**config.mk**
```make
export PLATFORM = sky130hd
export DESIGN_NAME = hess_dev_flat
export DESIGN_NICKNAME = d
export VERILOG_FILES = /design/src/hess_pkg.sv /design/src/hess_if.sv /design/src/hess_dev.sv /design/src/flat_wrapper.sv
export SDC_FILE = /design/constraint.sdc
export NUM_CORES = 1
export LEC_CHECK = 0
export ABC_CLOCK_PERIOD_IN_PS = 1980
export BUFFER_PORTS_ARGS = -buffer_cell sky130_fd_sc_hd__buf_2
export CAP_MARGIN = 10
export CORE_MARGIN = 3
export CORE_UTILIZATION = 49
export DETAILED_ROUTE_END_ITERATION = 6
export MAX_ROUTING_LAYER = met4
export PLACE_DENSITY = 0.76
export SLEW_MARGIN = 20
export SYNTH_ARGS = -nofsm -noshare
export SYNTH_HDL_FRONTEND = slang
export SYNTH_SLANG_ARGS = --single-unit
```
**constraint.sdc**
```tcl
create_clock -name sys_clk -period 1.98 [get_ports sys_clk]
set_clock_uncertainty 0.1 [all_clocks]
set_input_delay 0.396 -clock sys_clk [delete_from_list [all_inputs] [get_ports sys_clk]]
set_output_delay 0.396 -clock sys_clk [all_outputs]
set_load 0.1 [all_outputs]
```
**src/hess_pkg.sv**
```systemverilog
// Purpose: shared constants for the host enable / setup / card-select pair
// Assumes: byte-wide I/O cycles on a 16-bit I/O address, one clock domain
// Notes: none
package hess_pkg;
  localparam logic [15:0] ADR_ID_VIDEO = 16'h0102;
  localparam logic [15:0] ADR_ID_OPT_A = 16'h0103;
  localparam logic [15:0] ADR_ID_OPT_B = 16'h0104;
  localparam logic [15:0] ADR_SUB_EN_MC = 16'h03c3;
  localparam logic [15:0] ADR_SETUP_EN_PC = 16'h46e8;
  // extension registers, index chosen here
  localparam logic [15:0] ADR_SWITCH_READBACK = 16'h03d1;
  localparam logic [15:0] ADR_EXT_ENABLE = 16'h03d2;
  localparam logic [15:0] ADR_MISC_IFACE = 16'h03d3;
  localparam int BIT_VIDEO_EN = 0;
  localparam int BIT_MC_EN = 0;
  localparam int BIT_PC_EN = 3;
  localparam int BIT_PC_SETUP = 4;
  localparam int BIT_MISC_RD3C3 = 0;
  localparam int BIT_SLOT_SETUP = 5;
  localparam logic [7:0] RST_BYTE = 8'h00;
  localparam int SW_W = 3;
  // host order slots
  localparam logic [15:0] ADR_HOST_CMD = 16'h0000;
  localparam logic [15:0] ADR_HOST_STAT = 16'h0004;
  localparam logic [15:0] ADR_HOST_IOADR = 16'h0008;
  localparam logic [15:0] ADR_HOST_WDATA = 16'h000c;
  localparam logic [15:0] ADR_HOST_RDATA = 16'h0010;
  localparam logic [7:0] CMD_IO_WR = 8'h01;
  localparam logic [7:0] CMD_IO_RD = 8'h02;
  localparam logic [7:0] CMD_BRINGUP = 8'h03;
  localparam logic [7:0] CMD_SETUP_ON = 8'h04;
  localparam logic [7:0] CMD_SETUP_OFF = 8'h05;
endpackage

```
**src/hess_if.sv**
```systemverilog
`timescale 1ns/1ps
// Purpose: I/O cycle link between host and controller
// Assumes: one clock; host drives strobes one cycle
// Notes: card_sel and io_rdata answer one cycle after a strobe
interface hess_if;
  logic [15:0] io_addr;
  logic [7:0] io_wdata;
  logic io_wr;
  logic io_rd;
  logic slot_setup_line_n;
  logic [7:0] io_rdata;
  logic card_sel;
  modport host (output io_addr, io_wdata, io_wr, io_rd, slot_setup_line_n, input io_rdata, card_sel);
  modport dev (input io_addr, io_wdata, io_wr, io_rd, slot_setup_line_n, output io_rdata, card_sel);
endinterface

```
**src/hess_dev.sv**
```systemverilog
`timescale 1ns/1ps
// Purpose: controller end: enable, setup and card-select logic
// Assumes: strap and switch pins are asynchronous, synchronised here
// Notes: mc_mode high selects the channel bus configuration
module hess_dev (
  input wire logic sys_clk,
  input wire logic rstn,
  // link
  hess_if.dev lk,
  // straps and switches
  input wire logic mc_mode,
  input wire logic [hess_pkg::SW_W-1:0] sw_pins,
  // status
  output logic full_en_r,
  output logic setup_r,
  output logic [7:0] mem_enable_r
);
  // ****************************************
  // synchronisers
  // ****************************************
  logic [4:0] s1_r, s2_r;
  always_ff @(posedge sys_clk or negedge rstn) begin
    if (!rstn) begin
      s1_r <= 5'h1_f;
      s2_r <= 5'h1_f;
    end else begin
      s1_r <= {lk.slot_setup_line_n, mc_mode, sw_pins};
      s2_r <= s1_r;
    end
  end
  logic slot_n, mc;
  logic [2:0] sw;
  assign slot_n = s2_r[4];
  assign mc = s2_r[3];
  // only two switches on mc: bit0 pin is the setup line there
  assign sw = mc ? {s2_r[2:1], 1'b0} : s2_r[2:0];

  // ****************************************
  // registers
  // ****************************************
  logic [7:0] vid_r, vid_nxt, opa_r, opa_nxt, opb_r, opb_nxt;
  logic mcen_r, mcen_nxt, pcen_r, pcen_nxt, pcset_r, pcset_nxt, misc_r, misc_nxt;
  logic [2:0] ext_r, ext_nxt;
  logic [7:0] rd_nxt, rd_r;
  logic cs_nxt, cs_r, full_nxt, setup_nxt;
  logic selected, in_setup, id_hit, acc;

  always_comb begin
    // setup from per-slot line on mc, setup_and_enable_pc bit4 on pc
    in_setup = mc ? !slot_n : pcset_r;
    // switch compare only outside mc
    id_hit = mc ? 1'b1 : (ext_r == sw);
    // bus bit and video enable both needed
    full_nxt = (mc ? mcen_r : pcen_r) && vid_r[hess_pkg::BIT_VIDEO_EN] && id_hit;
    setup_nxt = in_setup;
    selected = full_en_r;
    vid_nxt = vid_r;
    opa_nxt = opa_r;
    opb_nxt = opb_r;
    mcen_nxt = mcen_r;
    pcen_nxt = pcen_r;
    pcset_nxt = pcset_r;
    misc_nxt = misc_r;
    ext_nxt = ext_r;
    rd_nxt = hess_pkg::RST_BYTE;
    cs_nxt = 1'b0;
    acc = lk.io_wr || lk.io_rd;
    if (acc) begin
      case (lk.io_addr)
        // id registers only here, only in setup
        hess_pkg::ADR_ID_VIDEO, hess_pkg::ADR_ID_OPT_A, hess_pkg::ADR_ID_OPT_B: begin
          if (in_setup) begin
            cs_nxt = 1'b1;
            if (lk.io_wr) begin
              if (lk.io_addr == hess_pkg::ADR_ID_VIDEO) vid_nxt = lk.io_wdata;
              else if (lk.io_addr == hess_pkg::ADR_ID_OPT_A) opa_nxt = lk.io_wdata;
              else opb_nxt = lk.io_wdata;
            end else begin
              rd_nxt = (lk.io_addr == hess_pkg::ADR_ID_VIDEO) ? vid_r :
                       (lk.io_addr == hess_pkg::ADR_ID_OPT_A) ? opa_r : opb_r;
            end
          end
        end
        hess_pkg::ADR_SUB_EN_MC: begin
          if (mc) begin
            if (lk.io_wr) begin
              mcen_nxt = lk.io_wdata[hess_pkg::BIT_MC_EN];
              cs_nxt = misc_r;
            end else if (misc_r) begin
              cs_nxt = 1'b1;
              rd_nxt = {7'h0_0, mcen_r};
            end
          end
        end
        hess_pkg::ADR_SETUP_EN_PC: begin
          if (!mc) begin
            cs_nxt = 1'b1;
            // only bits 3 and 4 act, no rom paging
            if (lk.io_wr) begin
              pcen_nxt = lk.io_wdata[hess_pkg::BIT_PC_EN];
              pcset_nxt = lk.io_wdata[hess_pkg::BIT_PC_SETUP];
            end else begin
              rd_nxt = {3'h0, pcset_r, pcen_r, 3'h0};
            end
          end
        end
        hess_pkg::ADR_EXT_ENABLE: begin
          // id write always taken so an unselected card can be reselected
          if (lk.io_wr) ext_nxt = lk.io_wdata[2:0];
          else if (selected) rd_nxt = {5'h0_0, ext_r};
          cs_nxt = selected;
        end
        hess_pkg::ADR_SWITCH_READBACK: begin
          cs_nxt = selected;
          if (lk.io_rd && selected) rd_nxt = {5'h0_0, sw};
        end
        hess_pkg::ADR_MISC_IFACE: begin
          cs_nxt = selected;
          if (selected) begin
            if (lk.io_wr) misc_nxt = lk.io_wdata[hess_pkg::BIT_MISC_RD3C3];
            else rd_nxt = {7'h0_0, misc_r};
          end
        end
        default: cs_nxt = 1'b0;
      endcase
    end
  end

  always_ff @(posedge sys_clk or negedge rstn) begin
    if (!rstn) begin
      vid_r <= hess_pkg::RST_BYTE;
      opa_r <= hess_pkg::RST_BYTE;
      opb_r <= hess_pkg::RST_BYTE;
      mcen_r <= 1'b0;
      pcen_r <= 1'b0;
      pcset_r <= 1'b0;
      misc_r <= 1'b0;
      ext_r <= 3'h0;
      rd_r <= hess_pkg::RST_BYTE;
      cs_r <= 1'b0;
      full_en_r <= 1'b0;
      setup_r <= 1'b0;
      mem_enable_r <= hess_pkg::RST_BYTE;
    end else begin
      vid_r <= vid_nxt;
      opa_r <= opa_nxt;
      opb_r <= opb_nxt;
      mcen_r <= mcen_nxt;
      pcen_r <= pcen_nxt;
      pcset_r <= pcset_nxt;
      misc_r <= misc_nxt;
      ext_r <= ext_nxt;
      rd_r <= rd_nxt;
      cs_r <= cs_nxt;
      full_en_r <= full_nxt;
      setup_r <= setup_nxt;
      mem_enable_r <= {7'h0_0, full_nxt};
    end
  end
  assign lk.io_rdata = rd_r;
  assign lk.card_sel = cs_r;
endmodule

```
**src/flat_wrapper.sv**
```systemverilog
// flat-port wrapper written by rule: the top's interface ports become plain ports
module hess_dev_flat 
  (sys_clk, rstn, mc_mode, sw_pins, full_en_r, setup_r, mem_enable_r, lk_io_addr, lk_io_wdata, lk_io_wr, lk_io_rd, lk_slot_setup_line_n, lk_io_rdata, lk_card_sel);
  hess_if lk_i ();
  input wire logic sys_clk;
  input wire logic rstn;
  input wire logic mc_mode;
  input wire logic [hess_pkg::SW_W-1:0] sw_pins;
  output logic full_en_r;
  output logic setup_r;
  output logic [7:0] mem_enable_r;
  input wire logic [$bits(lk_i.io_addr)-1:0] lk_io_addr;
  input wire logic [$bits(lk_i.io_wdata)-1:0] lk_io_wdata;
  input wire logic [$bits(lk_i.io_wr)-1:0] lk_io_wr;
  input wire logic [$bits(lk_i.io_rd)-1:0] lk_io_rd;
  input wire logic [$bits(lk_i.slot_setup_line_n)-1:0] lk_slot_setup_line_n;
  output wire logic [$bits(lk_i.io_rdata)-1:0] lk_io_rdata;
  output wire logic [$bits(lk_i.card_sel)-1:0] lk_card_sel;
  assign lk_i.io_addr = lk_io_addr;
  assign lk_i.io_wdata = lk_io_wdata;
  assign lk_i.io_wr = lk_io_wr;
  assign lk_i.io_rd = lk_io_rd;
  assign lk_i.slot_setup_line_n = lk_slot_setup_line_n;
  assign lk_io_rdata = lk_i.io_rdata;
  assign lk_card_sel = lk_i.card_sel;
  hess_dev u_core (.sys_clk(sys_clk), .rstn(rstn), .lk(lk_i), .mc_mode(mc_mode), .sw_pins(sw_pins), .full_en_r(full_en_r), .setup_r(setup_r), .mem_enable_r(mem_enable_r));
endmodule
```
==> impl_metrics.tcl <==
set metrics [dict create \
    io_buffers 44 \
    fin_ws_ns 0.0174 \
    hold_path.class "input pin to flop" \
    vdd_ir_max_mv 0.390 \
    synth-adder-area-share_pct 0 \
    total_number_of_placement_rows 25 \
    synth_simple_gate_area_share_pct 18.0 \
    max_cap_violation_count 0 \
    power.density_nw_per_um2 608 \
    grt_overflow 0 \
    filler_cell_count 396 \
    dp_slack_ns -0.322 \
    firstDrtPassIters 4 \
    routed-via-count 1902 \
    path_max_fanout 7 \
    post_synth_main_area_contributors "sky130_fd_sc_hd__dfrtp_1, sky130_fd_sc_hd__mux2_2, sky130_fd_sc_hd__dfstp_2" \
    worstSkewPairLatency_ns 0.30 \
    track_usage_pct 20.5 \
    run_status "finished, final reports clean" \
    ff_latch_area_sq_um 1320 \
    cts_root_buf "sky130_fd_sc_hd__clkbuf_8" \
    achievable-frequency_mhz 510 \
    post_synth_xor_area_fraction_pct 1.06 \
    synthesis.yosys.warnings 0 \
    cell_taking_the_most_area_after_synthesis "sky130_fd_sc_hd__dfrtp_1" \
    multi_input_area_sq_um 1170 \
    core-area_sq_um 4820 \
    number_of_buffers_created_by_cts 5 \
    place_congestion 0.879 \
    grt_setup_unrepaired "true" \
    area_delta_synth_final_pct 28.4 \
    netlist_instances 207 \
    design.die.area_sq_um 5960 \
    final-setup-viol-count 0 \
    cts.sink_count 52 \
    syn_avg_cell_area_sq_um 12.0 \
    cts.clk_slew.worst_paths_ns 0.09 \
    detail_route.iter0.violations 99 \
    final.period_utilization_pct 99.1 \
    min_path_cells 1 \
    grt_pass1_vias 1933 \
    critical_path_arrival_ns 2.09 \
    start_kind "flop" \
    yosys_register_bits 52 \
    endpoint_kind "flop" \
    reg2reg_depth 5 \
    synth-compound-area-share_pct 4.98 \
    count_of_pins_on_the_block_boundary 52 \
    detailed_place_hpwl_um 4370 \
    grt_pass1_wl_um 9330 \
    timing.final.max_slew_violations 0 \
    combinational_family_with_the_most_area_after_synthesis "multiplexers" \
    yosys.cell_types.count 44 \
    synth.mux.area_fraction_pct 19.5 \
    finalHoldWorstSlack_ns 0.0804 \
    routed_length_per_instance_um 16.3 \
    die_height_um 77.2 \
    synthesis.area_sq_um 2480 \
    number_of_antenna_violations_at_the_first_check_in_global_routing 0 \
    p_leak_nw 1.53 \
    via_per_inst 5.36 \
    largest_net_degree_at_the_start_of_global_routing 27 \
    timing.final.crit_period_ns 1.96 \
    tritoncts_clock_tree "built" \
    postRouteWirelength_um 5800 \
    synth.top_cell.area_share_pct 42.3 \
    net_count_reported_at_finish 320 \
    drt_drc_violations_left 0 \
    ys_seq_area_share_pct 52.9 \
    critical_path_class "flop to flop" \
    num_antenna_cells 0 \
    postRouteAntennaNets 0 \
    max-clock-path-buffers 2 \
    h-tree-depth 2 \
    total_power_mw 1.94 \
    post_route_cells_drive_above_1_share_pct 51.7 \
    die_w_um 77.2 \
    final-hold-violation-count 0 \
    required_ns 2.11 \
    initial_core_util_pct 51.6 \
]
final timing paths:
kind,from,end,slack [ns]
max in group asynchronous,rstn,u_core.opb_r[1],0.90
min in group asynchronous,rstn,u_core.opb_r[4],0.37
hold / removal,lk_slot_setup_line_n,u_core.s1_r[4],0.08
setup reg to reg,u_core.s2_r[3],u_core.lk.io_rdata[0],0.02
setup / recovery,u_core.s2_r[3],u_core.lk.io_rdata[0],0.02
hold reg to reg,u_core.s1_r[0],u_core.s2_r[0],0.26
kinds of logic after synthesis:
logic type	after synthesis
compound gates	19
xor+xnor	3
buf+inv	14
flops	52
mux	44
other cells	1
simple gates	74
what timing repair did:
action / CTS / global route
setup endpoints to repair: 5 / 12
gates resized for setup: 2 / 11
hold buffers: 1 / 0
buffers inserted: 0 / 4
hold endpoints to repair: 7 / 0
pin swaps: 0 / 5
Yosys cell counts, drive strengths merged:
cell type  count
mux2i          9
or2            2
nor4           3
and4b          1
or3            3
o31ai          1
o22ai          1
nor3b          5
nor3           6
o21a           1
a32oi          1
a22oi          2
o32a           2
nand2b         2
or4b           1
nand4          6
nand3b         2
or4bb          1
or4            1
mux2          35
xnor2          3
nand3          1
nor2b          1
o21ai          2
nor4bb         2
nand4b         1
and3           1
nand2         14
clkbuf         3
dfrtp         42
dfstp         10
buf           11
and3b          1
nor4b          2
and2           2
nor2          16
a31oi          3
a21oi          6
conb           1
per-stage QoR:
step	cell area [sq um]	TNS (ns)	util, %	instances
final	3190	0	66.2	355
after global routing	3190	-0.0425	66.2	355
after CTS	3120	0	64.7	351
after detailed placement	3000	-6.00	62.3	342
after global placement	3000	-6.35	62.3	342
after floorplan	2520	-0.881	-	213
routing by layer:
metal / global-route usage, % / share of wire [%]
met4: 6.58 / 1.7
met5: - / 0
met3: 4.58 / 4.9
met1: 25.9 / 45
met2: 33.1 / 49
area by class of cell:
| type | instances | area share (%) |
|---|---|---|
| sequential | 52 | 41.2 |
| multi-input combinational | 147 | 36.7 |
| clock buffer | 6 | 2.59 |
| tap | 67 | 2.63 |
| timing repair buffer | 81 | 16.5 |
| clock inverter | 2 | 0.431 |
cell usage in the layout (no fill, tap or decap), types with 3 or more instances in the layout:
cell type	Yosys	layout
sky130_fd_sc_hd__a21oi_1	6	4
sky130_fd_sc_hd__dfrtp_1	42	41
sky130_fd_sc_hd__xnor2_1	3	3
sky130_fd_sc_hd__mux2_4	0	5
sky130_fd_sc_hd__buf_4	8	34
sky130_fd_sc_hd__nor3_1	4	3
sky130_fd_sc_hd__buf_2	2	44
sky130_fd_sc_hd__or3_1	3	3
sky130_fd_sc_hd__clkbuf_8	0	6
sky130_fd_sc_hd__nor3b_1	5	4
sky130_fd_sc_hd__a31oi_1	3	3
sky130_fd_sc_hd__nand4_1	6	6
sky130_fd_sc_hd__dfstp_2	10	10
sky130_fd_sc_hd__nor2_1	16	15
sky130_fd_sc_hd__conb_1	1	7
sky130_fd_sc_hd__mux2i_1	9	9
sky130_fd_sc_hd__mux2_2	35	30
sky130_fd_sc_hd__nand2_1	13	12
power breakdown:
part	internal, mW	switching, mW	leakage (nW)
clock	0.286	0.341	0.0516
combinational	0.0727	0.155	0.791
sequential	1.08	0.00519	0.689
total	1.44	0.501	1.53
worst max-delay path, cell delays in order (launching register included):
cell and delay, ns:
sky130_fd_sc_hd__dfstp_2 0.54, sky130_fd_sc_hd__nor2_1 0.05, sky130_fd_sc_hd__a21oi_2 0.14, sky130_fd_sc_hd__or4b_4 0.53, sky130_fd_sc_hd__or3_1 0.37, sky130_fd_sc_hd__a31oi_1 0.15
flip-flops by register name, summed over array words and instances (netlist names):
register and count:
u_core.lk.io_rdata 8, u_core.s1_r 5, u_core.pcset_r 1, u_core.misc_r 1, u_core.mcen_r 1, u_core.mem_enable_r 1, u_core.setup_r 1, u_core.opb_r 8
u_core.s2_r 5, u_core.pcen_r 1, u_core.opa_r 8, u_core.vid_r 8, u_core.lk.card_sel 1, u_core.ext_r 3
Note: power is estimated with default switching activity, not from simulation.
